==> src/seip_params.svh <==
`ifndef SEIP_PARAMS_SVH
`define SEIP_PARAMS_SVH

// Timing, printed units, and the cycle counts derived from the clock rate
`define SEIP_CLK_PERIOD_NS 10
`define SEIP_PULSE_US 100
`define SEIP_GAP_US 100
`define SEIP_REPEAT_MS 5
`define SEIP_PULSE_CYC (`SEIP_PULSE_US * 1000 / `SEIP_CLK_PERIOD_NS)
`define SEIP_GAP_CYC (`SEIP_GAP_US * 1000 / `SEIP_CLK_PERIOD_NS)
`define SEIP_REPEAT_CYC (`SEIP_REPEAT_MS * 1000000 / `SEIP_CLK_PERIOD_NS)

// Register offsets
`define SEIP_OFS_MASK 4'h0
`define SEIP_OFS_CTRL 4'h1
`define SEIP_OFS_WAKE_EN 4'h2
`define SEIP_OFS_STAT_BASE 4'h3
`define SEIP_OFS_STATE 4'hA

// Status group indices, in offset order from the status base
`define SEIP_G_SUPPLY 0
`define SEIP_G_THERMAL 1
`define SEIP_G_BUS 2
`define SEIP_G_HIGHSIDE 3
`define SEIP_G_DRAIN_SOURCE_OVERVOLT_REG 4
`define SEIP_G_DEVICE 5
`define SEIP_G_WAKE 6
`define SEIP_NUM_GROUPS 7
`define SEIP_NUM_MASKED 6

// Bits that may drive the masked group sources, and the brake bits checked on stop entry
`define SEIP_ALLOW_SUPPLY 8'hF0
`define SEIP_ALLOW_THERMAL 8'h7F
`define SEIP_ALLOW_ALL 8'hFF
`define SEIP_ALLOW_DEVICE 8'h03
`define SEIP_DRAIN_SOURCE_OVERVOLT_REG_BRAKE 8'hC0

// Control and wake bit positions
`define SEIP_CTRL_REPEAT 0
`define SEIP_CTRL_BRAKE 1
`define SEIP_WAKE_SRC_BITS 4
`define SEIP_WAKE_BRAKE 4
`define SEIP_WAKE_ALL 8'h1F

// Reset values
`define SEIP_RST_MASK 6'h3F
`define SEIP_RST_CTRL 2'h1
`define SEIP_RST_WAKE_EN 4'hF

`endif

==> src/seip_pkg.sv <==
package seip_pkg;

   typedef enum logic [2:0] {
      SEIP_MODE_INIT = 3'b000,
      SEIP_MODE_NORMAL = 3'b001,
      SEIP_MODE_STOP = 3'b010,
      SEIP_MODE_SLEEP = 3'b011,
      SEIP_MODE_RESTART = 3'b100,
      SEIP_MODE_FAILSAFE = 3'b101
   } seip_mode_t;

   typedef enum logic [1:0] {
      SEIP_ST_IDLE = 2'b00,
      SEIP_ST_LOW = 2'b01,
      SEIP_ST_GAP = 2'b10
   } seip_state_t;

endpackage

==> src/seip_pulser.sv <==
// What this block does
// - Drive pin low for pulse width, release
// - Keep pin high minimum gap between pulses
// - Pulses never change the operating mode
// - One mask register enables each group source
// - Group source is OR of allowed bits
// - Wake event interrupts only when source enabled
// - Wake sources: bus, pin, timers, brake
// - Masked and wake methods work together
// - Supply1, second shutdown, power-on never interrupt
// - Only serial and checksum flags repeat
// - No pin activity in restart, failsafe, sleep
// - Stop entry interrupts on uncleared wake bits
// - Readable status refreshed at pulse falling edge
// - Status bits latched until cleared by software
// - Uncleared status keeps producing repeat pulses
// - Repeat enable bit stops repeat pulses
// - Coincident or overlapping events give one pulse
// - Init mode samples pin for development mode
// - Repeat period nominally five milliseconds
//
// Our own choices: the address-and-strobe port and the register addresses.
`timescale 1ns/10ps
`include "seip_params.svh"

module seip_pulser #(
   parameter int PULSE_CYC = `SEIP_PULSE_CYC,
   parameter int GAP_CYC = `SEIP_GAP_CYC,
   parameter int REPEAT_CYC = `SEIP_REPEAT_CYC,
   parameter int CW = 20
) (
   input wire logic mclk_i,
   input wire logic rst_n_i,
   input wire seip_pkg::seip_mode_t mode_i,
   input wire logic [7:0] supply_set_i,
   input wire logic [7:0] thermal_set_i,
   input wire logic [7:0] bus_set_i,
   input wire logic [7:0] highside_set_i,
   input wire logic [7:0] drain_source_overvolt_reg_set_i,
   input wire logic [7:0] device_set_i,
   input wire logic [4:0] wake_set_i,
   input wire logic [3:0] addr_i,
   input wire logic [7:0] wdata_i,
   input wire logic wr_i,
   input wire logic rd_i,
   output logic [7:0] rdata_o,
   input wire logic irq_in_i,
   output logic irq_n_o,
   output logic irq_oe_o,
   output logic sdm_select_o
);

   localparam int NG = `SEIP_NUM_GROUPS;

   // OR of the bits of one group that may raise a source
   function automatic logic grp_any(input logic [7:0] bits,
                                    input logic [7:0] allow);
      grp_any = |(bits & allow);
   endfunction

   function automatic logic [CW-1:0] last_of(input int n);
      last_of = CW'(n - 1);
   endfunction

   seip_pkg::seip_state_t state;
   seip_pkg::seip_state_t next_state;
   seip_pkg::seip_mode_t mode_q;

   logic [7:0] set_vec [NG];
   logic [7:0] clr_vec [NG];
   logic [7:0] stat [NG];
   logic [7:0] view [NG];
   logic [7:0] next_stat [NG];
   logic [5:0] int_mask;
   logic [1:0] ctrl;
   logic [3:0] wake_en;
   logic [CW-1:0] tcnt;
   logic [CW-1:0] rcnt;
   logic pend;
   logic active;
   logic start;
   logic tdone;
   logic evt_masked;
   logic evt_wake;
   logic stop_entry;
   logic repeat_hit;
   logic trig;
   logic [7:0] wake_qual;
   logic [7:0] rd_mux;

   assign set_vec[`SEIP_G_SUPPLY] = supply_set_i;
   assign set_vec[`SEIP_G_THERMAL] = thermal_set_i;
   assign set_vec[`SEIP_G_BUS] = bus_set_i;
   assign set_vec[`SEIP_G_HIGHSIDE] = highside_set_i;
   assign set_vec[`SEIP_G_DRAIN_SOURCE_OVERVOLT_REG] = drain_source_overvolt_reg_set_i;
   assign set_vec[`SEIP_G_DEVICE] = device_set_i;
   assign set_vec[`SEIP_G_WAKE] = {3'h0, wake_set_i};

   // Pulsing only in normal and stop; other modes keep the pin quiet
   assign active = (mode_i == seip_pkg::SEIP_MODE_NORMAL) ||
                   (mode_i == seip_pkg::SEIP_MODE_STOP);

   always_comb begin
      for (int g = 0; g < NG; g++) begin
         if (wr_i && (addr_i == 4'(`SEIP_OFS_STAT_BASE + g))) begin
            clr_vec[g] = wdata_i;
         end else begin
            clr_vec[g] = 8'h00;
         end
         // A set in the clearing cycle survives the clear
         next_stat[g] = (stat[g] & ~clr_vec[g]) | set_vec[g];
      end
   end

   // Live latched status, cleared only by a software write of ones
   always_ff @(posedge mclk_i or negedge rst_n_i) begin
      if (!rst_n_i) begin
         for (int g = 0; g < NG; g++) begin
            stat[g] <= 8'h00;
         end
      end else begin
         for (int g = 0; g < NG; g++) begin
            stat[g] <= next_stat[g];
         end
      end
   end

   // Readable copy refreshed when the pin falls; clears apply at once
   always_ff @(posedge mclk_i or negedge rst_n_i) begin
      if (!rst_n_i) begin
         for (int g = 0; g < NG; g++) begin
            view[g] <= 8'h00;
         end
      end else begin
         for (int g = 0; g < NG; g++) begin
            if (start) begin
               view[g] <= next_stat[g];
            end else begin
               view[g] <= view[g] & ~clr_vec[g];
            end
         end
      end
   end

   always_ff @(posedge mclk_i or negedge rst_n_i) begin
      if (!rst_n_i) begin
         int_mask <= `SEIP_RST_MASK;
         ctrl <= `SEIP_RST_CTRL;
         wake_en <= `SEIP_RST_WAKE_EN;
      end else if (wr_i) begin
         case (addr_i)
            `SEIP_OFS_MASK: begin
               int_mask <= wdata_i[5:0];
            end
            `SEIP_OFS_CTRL: begin
               ctrl <= wdata_i[1:0];
            end
            `SEIP_OFS_WAKE_EN: begin
               wake_en <= wdata_i[3:0];
            end
            default: begin
            end
         endcase
      end
   end

   always_comb begin
      case (addr_i)
         `SEIP_OFS_MASK: rd_mux = {2'h0, int_mask};
         `SEIP_OFS_CTRL: rd_mux = {6'h00, ctrl};
         `SEIP_OFS_WAKE_EN: rd_mux = {4'h0, wake_en};
         `SEIP_OFS_STATE: rd_mux = {5'h00, sdm_select_o, pend,
                                    state == seip_pkg::SEIP_ST_LOW};
         default: begin
            rd_mux = 8'h00;
            for (int g = 0; g < NG; g++) begin
               if (addr_i == 4'(`SEIP_OFS_STAT_BASE + g)) begin
                  rd_mux = view[g];
               end
            end
         end
      endcase
   end

   always_ff @(posedge mclk_i or negedge rst_n_i) begin
      if (!rst_n_i) begin
         rdata_o <= 8'h00;
      end else if (rd_i) begin
         rdata_o <= rd_mux;
      end else begin
         rdata_o <= 8'h00;
      end
   end

   // Group sources; excluded supply and thermal bits never count
   always_comb begin
      evt_masked =
         (int_mask[`SEIP_G_SUPPLY] &&
          grp_any(supply_set_i, `SEIP_ALLOW_SUPPLY)) ||
         (int_mask[`SEIP_G_THERMAL] &&
          grp_any(thermal_set_i, `SEIP_ALLOW_THERMAL)) ||
         (int_mask[`SEIP_G_BUS] &&
          grp_any(bus_set_i, `SEIP_ALLOW_ALL)) ||
         (int_mask[`SEIP_G_HIGHSIDE] &&
          grp_any(highside_set_i, `SEIP_ALLOW_ALL)) ||
         (int_mask[`SEIP_G_DRAIN_SOURCE_OVERVOLT_REG] &&
          grp_any(drain_source_overvolt_reg_set_i, `SEIP_ALLOW_ALL)) ||
         (int_mask[`SEIP_G_DEVICE] &&
          grp_any(device_set_i, `SEIP_ALLOW_DEVICE));
   end

   // Brake detection counts as a wake source only with braking on
   assign wake_qual = {3'h0, ctrl[`SEIP_CTRL_BRAKE], wake_en};
   assign evt_wake = grp_any(set_vec[`SEIP_G_WAKE], wake_qual);

   always_ff @(posedge mclk_i or negedge rst_n_i) begin
      if (!rst_n_i) begin
         mode_q <= seip_pkg::SEIP_MODE_INIT;
      end else begin
         mode_q <= mode_i;
      end
   end

   assign stop_entry = (mode_i == seip_pkg::SEIP_MODE_STOP) &&
                       (mode_q != seip_pkg::SEIP_MODE_STOP) &&
                       (grp_any(stat[`SEIP_G_WAKE], `SEIP_WAKE_ALL) ||
                        grp_any(stat[`SEIP_G_DRAIN_SOURCE_OVERVOLT_REG],
                                `SEIP_DRAIN_SOURCE_OVERVOLT_REG_BRAKE));

   // Repeat period counter runs free while active; restarted per pulse
   always_ff @(posedge mclk_i or negedge rst_n_i) begin
      if (!rst_n_i) begin
         rcnt <= '0;
      end else if (!active || start) begin
         rcnt <= '0;
      end else if (rcnt == last_of(REPEAT_CYC)) begin
         rcnt <= '0;
      end else begin
         rcnt <= rcnt + 1'b1;
      end
   end

   assign repeat_hit = (rcnt == last_of(REPEAT_CYC)) &&
                       ctrl[`SEIP_CTRL_REPEAT] &&
                       int_mask[`SEIP_G_DEVICE] &&
                       grp_any(stat[`SEIP_G_DEVICE],
                               `SEIP_ALLOW_DEVICE);

   // Both methods feed one request
   assign trig = evt_masked || evt_wake || stop_entry ||
                 repeat_hit;

   // Requests during a low phase merge into it; during the gap they wait
   always_ff @(posedge mclk_i or negedge rst_n_i) begin
      if (!rst_n_i) begin
         pend <= 1'b0;
      end else if (!active) begin
         pend <= 1'b0;
      end else if (start || state == seip_pkg::SEIP_ST_LOW) begin
         pend <= 1'b0;
      end else if (trig) begin
         pend <= 1'b1;
      end
   end

   assign start = active && pend && (state == seip_pkg::SEIP_ST_IDLE);

   assign tdone = ((state == seip_pkg::SEIP_ST_LOW) &&
                   (tcnt == last_of(PULSE_CYC))) ||
                  ((state == seip_pkg::SEIP_ST_GAP) &&
                   (tcnt == last_of(GAP_CYC)));

   always_comb begin
      next_state = state;
      case (state)
         seip_pkg::SEIP_ST_IDLE: begin
            if (start) begin
               next_state = seip_pkg::SEIP_ST_LOW;
            end
         end
         seip_pkg::SEIP_ST_LOW: begin
            if (tdone) begin
               next_state = seip_pkg::SEIP_ST_GAP;
            end
         end
         seip_pkg::SEIP_ST_GAP: begin
            if (tdone) begin
               next_state = seip_pkg::SEIP_ST_IDLE;
            end
         end
         default: begin
            next_state = seip_pkg::SEIP_ST_IDLE;
         end
      endcase
      if (!active) begin
         next_state = seip_pkg::SEIP_ST_IDLE;
      end
   end

   always_ff @(posedge mclk_i or negedge rst_n_i) begin
      if (!rst_n_i) begin
         state <= seip_pkg::SEIP_ST_IDLE;
      end else begin
         state <= next_state;
      end
   end

   always_ff @(posedge mclk_i or negedge rst_n_i) begin
      if (!rst_n_i) begin
         tcnt <= '0;
      end else if (next_state != state) begin
         tcnt <= '0;
      end else if (state != seip_pkg::SEIP_ST_IDLE) begin
         tcnt <= tcnt + 1'b1;
      end
   end

   // Registered pin drive; no mode output exists, so pulses cannot
   // move the device out of its mode
   always_ff @(posedge mclk_i or negedge rst_n_i) begin
      if (!rst_n_i) begin
         irq_n_o <= 1'b1;
         irq_oe_o <= 1'b0;
      end else begin
         irq_n_o <= (next_state != seip_pkg::SEIP_ST_LOW);
         irq_oe_o <= active;
      end
   end

   // Init leaves the pin undriven so its strap level can be read
   always_ff @(posedge mclk_i or negedge rst_n_i) begin
      if (!rst_n_i) begin
         sdm_select_o <= 1'b0;
      end else if (mode_i == seip_pkg::SEIP_MODE_INIT) begin
         sdm_select_o <= irq_in_i;
      end
   end

endmodule

==> config.mk <==
export PLATFORM = sky130hd
export DESIGN_NAME = seip_pulser
export DESIGN_NICKNAME = d
export VERILOG_FILES = /design/src/seip_pkg.sv /design/src/seip_pulser.sv
export VERILOG_INCLUDE_DIRS = /design/src
export SDC_FILE = /design/constraint.sdc
export NUM_CORES = 1
export LEC_CHECK = 0
export BUFFER_PORTS_ARGS = -buffer_cell sky130_fd_sc_hd__buf_2
export CORE_UTILIZATION = 52
export CTS_CLUSTER_SIZE = 25
export DETAILED_ROUTE_END_ITERATION = 12
export PLACE_DENSITY = 0.71
export RECOVER_POWER = 50
export SLEW_MARGIN = 20
export SYNTH_ARGS = -nofsm -noshare
export SYNTH_HDL_FRONTEND = slang
export SYNTH_SLANG_ARGS = --single-unit
==> constraint.sdc <==
create_clock -name mclk_i -period 4.5 [get_ports mclk_i]
set_input_delay 1.125 -clock mclk_i [delete_from_list [all_inputs] [get_ports mclk_i]]
set_output_delay 1.125 -clock mclk_i [all_outputs]
set_load 0.02 [all_outputs]
Yosys cells after proc, flatten, opt, wreduce, memory -nomap -nowiden
Index checks and enable logic that the tools add are counted.
{ "word_totals": {"in_bits": 73, "ff_bits": 181, "word_cells": 166, "out_inout_bits": 11} }
{ "classes": {"n_reduce_logical": 54, "n_eq_ne": 20, "n_addsub": 2, "muxes": 35, "n_bitwise": 29} }
{ "op_table": {"columns": ["operator", "count"], "rows": [
  ["$mux W8", 22],
  ["$and A8 B8 Y8", 14],
  ["$mux W20", 4],
  ["$not A8 Y8", 7],
  ["$or A8 B8 Y8", 6],
  ["$add A20 B1 Y20 const B", 2],
  ["$pmux W8 S4", 1],
  ["$reduce_or A8 Y1", 4],
  ["$logic_and A1 B1 Y1", 22],
  ["$eq A20 B14 Y1 const B", 1],
  ["$eq A20 B19 Y1 const B", 1],
  ["$eq A4 B3 Y1 const B", 4],
  ["$logic_or A1 B1 Y1", 13],
  ["$eq A4 B4 Y1 const B", 3],
  ["$eq A4 B2 Y1 const B", 2],
  ["$mux W2", 4],
  ["$or A8 B5 Y8", 1],
  ["$reduce_or A7 Y1", 1],
  ["$pmux W2 S3", 1],
  ["$reduce_and A2 Y1", 3],
  ["$reduce_or A2 Y1", 3],
  ["$and A5 B5 Y5", 1],
  ["$reduce_or A5 Y1", 1],
  ["$eq A4 B1 Y1 const B", 1],
  ["other kinds (15)", 18]
]} }

Logic depth before layout (Yosys ltp)
Gate-level depths: netlist of the first run.
{ "logic_depth": {"ltp_word": 13, "depth_mapped": 10, "mapped_depth_nobuf": 6} }

Worst setup path before layout of the first run
No wires, ideal clock.
{ "synth_timing": {"path_type": "input-to-reg", "from": "in mode_i[1]", "to": "reg view[4] (netlist name)", "path_buffers": 3, "setup_time_ns": 0.121, "required_time_ns": 4.379, "path_slack_ns": 1.917, "arrival_ns": 2.462, "stages": 9, "cell_sequence": "xor2_1 > nand2_2 > inv_2 > and3_1 > buf_6 > buf_6 > buf_6 > mux2_4 > a22o_1"} }
{ "synth_between": {"elab_chain_len": 5, "elab_cells_between_ends": 6, "classes_between": "2 x eq/ne; 1 x mux; 3 x reduce/logical"} }
{ "synth_rtl": {"columns": ["item", "line_no", "source"], "rows": [
  ["start: declaration", "seip_pulser.sv:34", "input wire seip_pkg::seip_mode_t mode_i,"],
  ["$eq A3 B1 Y1 or $eq A3 B2 Y1 (tied branches)", "seip_pulser.sv:100, seip_pulser.sv:101", null],
  ["$logic_or A1 B1 Y1 (*)", "seip_pulser.sv:100", "assign active = (mode_i == seip_pkg::SEIP_MODE_NORMAL) ||"],
  ["net active", "seip_pulser.sv:80", "logic active;"],
  ["$logic_and A1 B1 Y1 (*) (2 in a row)", "seip_pulser.sv:266", "assign start = active && pend && (state == seip_pkg::SEIP_ST_IDLE);"],
  ["$mux W8 (*)", "seip_pulser.sv:136", "if (start) begin"],
  ["end signal: indexed assignment", "seip_pulser.sv:137", "view[g] <= next_stat[g];"],
  ["end signal: indexed assignment", "seip_pulser.sv:139", "view[g] <= view[g] & ~clr_vec[g];"],
  ["end: declaration", "seip_pulser.sv:72", "logic [7:0] view [NG];"]
]} }
The timed path passes the listed nets; every way through them passes the cells marked *.
A chain may end at the register's enable or synchronous reset.

==> results of run 1 <==
## metal layers
| layer | part of all wire [%] | vias to the layer above |
|---|---|---|
| met5 | 0 | - |
| li1 | - | 3039 |
| met2 | 47 | 242 |
| met1 | 44 | 3434 |
| met4 | 2.5 | 0 |
| met3 | 6.5 | 41 |
## Yosys cell counts (all sizes together) (13+ instances only)
library cell	count
a21o	53
a21oi	38
a22o	55
nand2	87
nor2	66
o21ai	17
mux2	61
nor3	13
nand3	13
xor2	15
nor4	16
buf	20
inv	18
nand4	14
xnor2	24
clkbuf	21
dfrtp	169
## registers in the layout (all words and copies together), names as in the netlist
| name | count |
|---|---|
| stat | 56 |
| view | 56 |
| rcnt | 20 |
| tcnt | 20 |
| rdata_o | 8 |
| int_mask | 6 |
| wake_en | 4 |
| mode_q | 3 |
| ctrl | 2 |
| state | 2 |
| irq_n_o | 1 |
| irq_oe_o | 1 |
| pend | 1 |
| sdm_select_o | 1 |
## worst paths after layout
path                           start       end  depth (start not counted)
max                          rst_n_i  view[14]                          2
min                         stat[12]  stat[12]                          1
min reg2reg                 stat[12]  stat[12]                          1
min in group asynchronous    rst_n_i  rcnt[10]                          1
max reg2reg                 state[1]  view[30]                          5
max in group mclk_i        mode_i[0]  view[30]                          8
## layout by cell type (no fill, tap or decap), types with 14 or more instances in the layout
| cell type | netlist | routed |
|---|---|---|
| o21ai_0 | 16 | 16 |
| nand2_1 | 86 | 87 |
| nand4_1 | 14 | 14 |
| inv_1 | 17 | 17 |
| a21o_1 | 53 | 53 |
| mux2_2 | 60 | 60 |
| buf_2 | 15 | 79 |
| nor2_1 | 66 | 66 |
| a22o_1 | 55 | 55 |
| nor4_1 | 16 | 16 |
| a21oi_1 | 38 | 38 |
| clkbuf_16 | 0 | 17 |
| dfrtp_1 | 169 | 169 |
| xor2_1 | 15 | 15 |
| xnor2_1 | 24 | 24 |
## power groups by stage
stage / Clock (mW) / Sequential [mW] / Combinational [mW]
after CTS: 1.41 / 2.06 / 0.719
after detailed placement: 0 / 2.09 / 0.715
after global routing: 1.47 / 2.08 / 0.782
after floorplan: 0 / 2.01 / 0.502
final: 1.38 / 2.06 / 0.718
after global placement: 0 / 2.08 / 0.679
## logic make-up (layout without fill, tap and decap cells)
family | count (synthesis) | count (layout) | synth area share, %
AOI/OAI and AO/OA | 203 | 203 | 17.2
xor gates and xnor gates | 39 | 39 | 3.95
adders and majority gates | 2 | 2 | 0.290
buffers and inverters | 60 | 139 | 3.27
DFF | 181 | 181 | 52.6
muxes | 72 | 72 | 9.41
and+or+nand+nor | 246 | 246 | 13.3
## per-stage QoR
stage                     instances  area, sq um  hold WS (ps)  util, %
final                          1098         9710           473     60.5
after global routing           1098         9710           481     60.5
after global placement         1067         9190           452     57.2
after CTS                      1098         9730           474     60.6
after detailed placement       1067         9190           459     57.2
after floorplan                 803         8640           443        -
## area by class of cell
class | count | area (sq um)
tap | 216 | 270
clock inverter | 11 | 76.3
multi-input combinational | 562 | 3820
sequential | 181 | 4540
timing repair buffer | 89 | 464
clock buffer | 20 | 467
fill | 1334 | 6340
inverter | 19 | 71.3
==> results.cfg, run 1 <==
[hold_path]
min-delay-path-class = reg -> reg

[sta]
max_slew_margin_pct = -70.5
finalWorstSetupSlack_ps = 1210
finalMaxSlewViolations = 103
fin_crit_ps = 3290
tightest_slew_ps = 2560
rsz0062_at_grt = false
finalHoldViolCount = 0
fin_tns_setup_ps = 0
fmax_mhz = 304
setup_violations = 0
post-route-period-util_pct = 73.2
clock_skew_ps = 6.63

[clock_network]
clock-sinks = 181
htree_levels = 4
clk_pin_slew_ps = 60
cts_tree = done
postCtsSetupRepairBufs = 0
cts_buffer_depth = 2
worstSkewPairLatency_ps = 430
holdBufCountCts = 0
cts_resized = 0
numCtsBuffers = 17
cts_root_buf = clkbuf_16

[run_status]
status = complete, but fails checks
violations = max-capacitance violations, max-slew violations

[grt]
track_usage_pct = 27.6
busiest_layer = met2
grt.overflow.total = 0
gr-usage-met3_pct = 5.21
grt_pass1_wl_um = 34700
grt_use_met1_pct = 38.7
antenna_found_initial = 1
grt_use_met2_pct = 42.0
first_global_vias = 6432
grt_max_degree = 103

[synthesis]
yosysWarnings = 0
synth_fp_nets = 878
synth-seq-cells = 181
synthArstFlopShare_pct = 100
synth_area_leaders = dfrtp_1 49%, mux2_2 7.8%, a22o_1 5.6%
ys.flop_type = dfrtp_1
syn_inst = 803
synth_cell_types = 56
syn_avg_cell_area_sq_um = 10.8
yosysSeqAreaShare_pct = 52.6
syn_area_sq_um = 8640
synth_edf_count = 0
synth_top_area_share_pct = 48.9
yosysTopAreaCell = dfrtp_1

[route]
totalWireLength_um = 22100
routed-via-count = 6756
final_antenna_net_count = 0
viasPerCell = 6.15
drtIter0Drc = 581
drtPass1Iterations = 5
wire_per_inst_um = 20.1
drc = 0

[pwr]
clockPowerShare_pct = 33.2
power.switching_mw = 1.17
vdd_drop_max_v = 0.000316
p_int_mw = 3.00
power_leakage_nw = 3.99
total_power_mw = 4.17
switching_share_pct = 28.0
p_seq_share_pct = 49.5
p_comb_share_pct = 17.2
pwr_density_cell_nw_per_um2 = 429

[floorplan]
die_area_sq_um = 17100
io_pins = 84
initial_core_util_pct = 53.8
coreArea_sq_um = 16100
die_y_um = 131
fp.dieW_um = 131
rows = 46

[finish]
num_antenna_cells = 0
area_growth_syn_to_layout_pct = 12.4
nNetsFinal = 945
drive_above_1_share_pct = 23.0

[flow_run]
cap_violations = 1

[setup_path]
crit_chain = clkbuf_2 -> clkbuf_2
worst-path-max-fanout = 102
worst_path_most_repeated_cell = clkbuf_2
start_kind = input pin
crit_family = buffers and inverters
crit_slowest_cell = clkbuf_2
critical_path_buf_inv_count = 2
arrival_ps = 3790
endpoint_kind = asynchronous set/reset pin
worstSetupPathType = in -> async
cp_slowest_stage_delay_ps = 1740
r2r_setup_slack_ps = 1920
cp.required_ps = 5000

[place]
globalplace.congestion = 0.932
pre_cts_ws_ps = 1200
hpwl_um = 15500
portBuffers = 83
Power figures use the tool's default switching activity.
==> run 2, diff against run 1 <==
Clock period 4.5 ns to 3.2 ns, I/O delays scaled along.
==> run 2 against run 1 <==
Compared with the run above: the flow still finishes with violations (max-capacitance violations, max-slew violations); setup slack worse by 390 ps; critical endpoint is now view[42]; wire length is 0.42% lower; design area is 0.93% higher; register-to-register slack worse by 1000 ps; critical path type is now in -> reg; non-clock buffer count is 6 higher; sequential share of layout area is 0.43 points lower; clock-buffer cell count is 8 higher; via count is 0.36% lower; critical path depth is 6 higher; first-iteration DRC count is 2.1% higher; power is 42% higher.
==> results.cfg, run 2 (synthesis gave the netlist of run 1 again) <==
[clock_network]
postCtsSetupRepairBufs = 0
cts_resized = 0
cts_tree = done
holdBufCountCts = 0
clk_pin_slew_ps = 60
cts_buffer_depth = 2
clock-sinks = 181
worstSkewPairLatency_ps = 420
cts_root_buf = clkbuf_16
numCtsBuffers = 17
htree_levels = 4

[floorplan]
die_area_sq_um = 17100
coreArea_sq_um = 16100
fp.dieW_um = 131
io_pins = 84
die_y_um = 131
rows = 46
initial_core_util_pct = 53.8

[sta]
clock_skew_ps = 6.05
fin_crit_ps = 2380
rsz0062_at_grt = false
finalHoldViolCount = 0
tightest_slew_ps = 1570
max_slew_margin_pct = -4.62
fin_tns_setup_ps = 0
post-route-period-util_pct = 74.5
finalMaxSlewViolations = 60
fmax_mhz = 420
setup_violations = 0

[run_status]
violations = max-capacitance violations, max-slew violations
status = complete, but fails checks

[pwr]
power_leakage_nw = 4.03
pwr_density_cell_nw_per_um2 = 604
vdd_drop_max_v = 0.000403

[setup_path]
r2r_setup_slack_ps = 890
r2r_cells = 5
endpoint_kind = flop
start_kind = input pin
arrival_ps = 2700
cp.required_ps = 3510
worstReg2RegStart = state[1]
worstSetupPathType = in -> reg
reg2reg_to = view[42]
worst-path-max-fanout = 87

[grt]
grt.overflow.total = 0
first_global_vias = 6718
track_usage_pct = 27.3
grt_pass1_wl_um = 35200
grt_max_degree = 88
antenna_found_initial = 0

[place]
hpwl_um = 15500
portBuffers = 83
dp_cells = 1073
place_area_sq_um = 9260
globalplace.congestion = 1.04

[finish]
reg_top3 = stat (56), view (56)
layout_common_cells = 169 x dfrtp_1, 86 x nand2_1, 79 x buf_2
layout_commonest_cell = dfrtp_1
nNetsFinal = 951
drive_above_1_share_pct = 22.8
area_growth_syn_to_layout_pct = 13.5
final_cells = 1105
num_antenna_cells = 0
final_cell_area_sq_um = 9800
utilization_pct = 61.1

[hold_path]
hold_end = stat[10]
hold_depth = 1
min-delay-path-class = reg -> reg
hp-start = stat[10]

[route]
drc = 0
routed-via-count = 6732
wire_per_inst_um = 19.9
final_antenna_net_count = 0
drtPass1Iterations = 5
totalWireLength_um = 22000
viasPerCell = 6.09
drtIter0Drc = 593

[flow_run]
cap_violations = 1
-- run 2: changes by cell type in the layout (fill, tap and decap cells not counted), moves of 2 or more --
cell	change
clkbuf_1	+7
buf_4	+6
clkinv_2	-3
buf_12	+2
clkbuf_2	-2
clkinv_4	-2
inv_6	-2
-- run 2: metal layers --
metal	GRT usage [%]	part of all wire, %
met1	38.1	44
met2	43.0	47
met3	5.17	6.4
met4	9.40	2.2
met5	0	0
-- run 2: how the worst max path moves through the flow --
stage / from / endpoint / slack (ps) / cells after the start
after floorplan: mode_i[1] / view[4] / 940 / 9
after global placement: addr_i[1] / rdata_o[3] / 570 / 6
after detailed placement: addr_i[3] / view[42] / 520 / 6
after CTS: state[1] / view[14] / 880 / 5
after global routing: addr_i[3] / stat[44] / 740 / 6
final: mode_i[0] / view[42] / 820 / 8
-- run 2: area by class of cell --
class	count	area [sq um]
clock buffer	28	507
clock inverter	4	48.8
fill	1299	6250
inverter	19	71.3
multi-input combinational	562	3820
sequential	181	4540
tap	216	270
timing repair buffer	95	539
-- run 2: power by group --
part	internal (mW)	switching, mW	leakage [nW]
registers	2.64	0.268	2.01
clock network	1.16	0.837	0.273
logic	0.536	0.486	1.75
total	4.33	1.59	4.03
-- run 2: worst max-delay path, stage by stage --
cell	delay [ps]
clkbuf_1	170
xor2_1	250
nand2_2	110
inv_1	140
and3_4	210
buf_12	350
mux2_2	390
a22o_1	210
-- run 2: stage by stage --
step	hold WS, ps	worst slack (ps)	power [mW]
after global routing	483	737	6.18
after floorplan	443	942	3.54
after detailed placement	460	523	3.95
final	471	817	5.92
after CTS	370	882	5.94
after global placement	452	568	3.89
==> run 3, diff against run 2 <==
Settings changed: PLACE_DENSITY 0.71 to 0.74.
Clock period 3.2 ns to 2.01 ns, I/O delays scaled along.
==> run 3 against run 2 <==
Compared with the run above: sequential share of layout area shrank 2.4 points; highest routed layer unchanged; final cell count grew 4.8%; the run now ends clean; die area is the same; setup slack lost 720 ps; clock-buffer cell count shrank 9; combinational power grew 67%.
==> results.cfg, run 3 (synthesis gave the netlist of run 1 again) <==
[sta]
post-route-period-util_pct = 95.3
fmax_mhz = 522
max_slew_margin_pct = 42.3
finalHoldViolCount = 0
clock_skew_ps = 8.42
fin_crit_ps = 1920
rsz0062_at_grt = false
finalMaxSlewViolations = 0
tightest_slew_ps = 865
setup_violations = 0

[setup_path]
worstSetupPathType = reg -> reg
worst-path-max-fanout = 2
crit_slowest_cell = or4_4
critical_path_buf_inv_count = 1
crit_family = simple AND/OR/NAND/NOR gates
start_kind = flop
crit_chain = or4_4 -> nor4_4 -> buf_4 -> a211oi_2 -> nor4_2 -> a21oi_1
cp_slowest_stage_delay_ps = 580
arrival_ps = 2230
cp.required_ps = 2320
endpoint_kind = flop

[place]
place_area_sq_um = 9670
dp_cells = 1123
hpwl_um = 15500
portBuffers = 83
globalplace.congestion = 0.957

[finish]
multiInputGateArea_sq_um = 3860
area_growth_syn_to_layout_pct = 19.6
num_antenna_cells = 0
layout_common_cells = 169 x dfrtp_1, 86 x nand2_1, 79 x buf_2
nNetsFinal = 1004
final_cell_area_sq_um = 10300
layout_commonest_cell = dfrtp_1
utilization_pct = 64.4
fill_cells = 1257
drive_above_1_share_pct = 28.0
regArea_sq_um = 4540
final_cells = 1158
reg_top3 = stat (56), view (56)

[pwr]
power_leakage_nw = 4.35
vdd_drop_max_v = 0.000695
pwr_density_cell_nw_per_um2 = 963

[route]
drc = 0
viasPerCell = 5.90
drtIter0Drc = 544
drtPass1Iterations = 5
final_antenna_net_count = 0
routed-via-count = 6828
totalWireLength_um = 21800
wire_per_inst_um = 18.8

[grt]
grt_max_degree = 49
grt_use_met2_pct = 41.2
grt.overflow.total = 0
grt_pass1_wl_um = 34200
first_global_vias = 6425
grt_use_met1_pct = 38.0
busiest_layer = met2
gr-usage-met3_pct = 6.03
antenna_found_initial = 1
track_usage_pct = 27.0

[clock_network]
clk_pin_slew_ps = 70
clock-sinks = 181
htree_levels = 4
cts_root_buf = clkbuf_16
cts_buffer_depth = 2
worstSkewPairLatency_ps = 440
numCtsBuffers = 17
cts_tree = done

[floorplan]
die_area_sq_um = 17100
coreArea_sq_um = 16100
fp.dieW_um = 131
initial_core_util_pct = 53.8
rows = 46
io_pins = 84
die_y_um = 131

[run_status]
status = finished clean

[hold_path]
min-delay-path-class = in -> reg

[flow_run]
cap_violations = 0
run 3: cell types whose count changed in the layout (fill, tap and decap cells not counted), moves of 3 or more:
| cell | before | now |
|---|---|---|
| clkbuf_1 | 10 | 5 |
| nor4_1 | 16 | 13 |
| bufinv_16 | 1 | 4 |
| inv_6 | 0 | 3 |
| buf_4 | 9 | 55 |
run 3: worst paths after layout:
| path | startpoint | end | slack (ps) | depth (start not counted) |
|---|---|---|---|---|
| worst max-delay path | stat[23] | pend | 90 | 6 |
| worst min-delay path | mode_i[2] | mode_q[2] | 240 | 1 |
| worst max register to register | stat[23] | pend | 90 | 6 |
| worst min register to register | stat[27] | stat[27] | 470 | 1 |
| max in group asynchronous | rst_n_i | ctrl[0] | 240 | 3 |
| min in group asynchronous | rst_n_i | tcnt[12] | 720 | 2 |
run 3: routing by layer:
metal	vias to the layer above	part of all wire, %
met4	0	2.2
met3	41	6.1
met5	-	0
li1	3160	-
met2	229	46
met1	3398	46
run 3: where the power goes:
part / total [mW] / internal [mW] / switching [mW]
clock: 3.63 / 2.17 / 1.47
combinational: 1.70 / 0.918 / 0.778
sequential: 4.62 / 4.20 / 0.421
run 3: timing repair:
| action | CTS | global route |
|---|---|---|
| gates resized for setup | 1 | 5 |
| hold buffers | 1 | 0 |
| buffers inserted | 0 | 2 |
| pin swaps | 1 | 4 |
| endpoints found under the hold margin | 27 | 0 |
| setup endpoints to repair | 1 | 3 |
run 3: area by class of cell:
type | instances | share of cell area [%]
Inverter | 19 | 0.690
Sequential cell | 181 | 44.0
Timing Repair Buffer | 148 | 9.19
Clock buffer | 19 | 4.38
Tap cell | 216 | 2.61
Multi-Input combinational cell | 562 | 37.3
Clock inverter | 13 | 1.86
run 3: per-stage QoR:
stage | setup TNS [ps] | power [mW] | worst slack (ps) | hold slack (ps)
detailed placement | -5340 | 6.34 | -172 | 422
global route | 0 | 10.3 | 2.20 | 231
floorplan | 0 | 5.63 | 49.7 | 207
CTS | 0 | 9.98 | 19.1 | 199
finish | 0 | 9.95 | 93.8 | 235
global placement | -5020 | 6.28 | -133 | 414
run 3: worst reg2reg max path, stage by stage (launching register included):
cell and delay (ps):
dfrtp_1 390, or4_4 580, nor4_4 260, buf_4 170, a211oi_2 40, nor4_2 250, a21oi_1 110
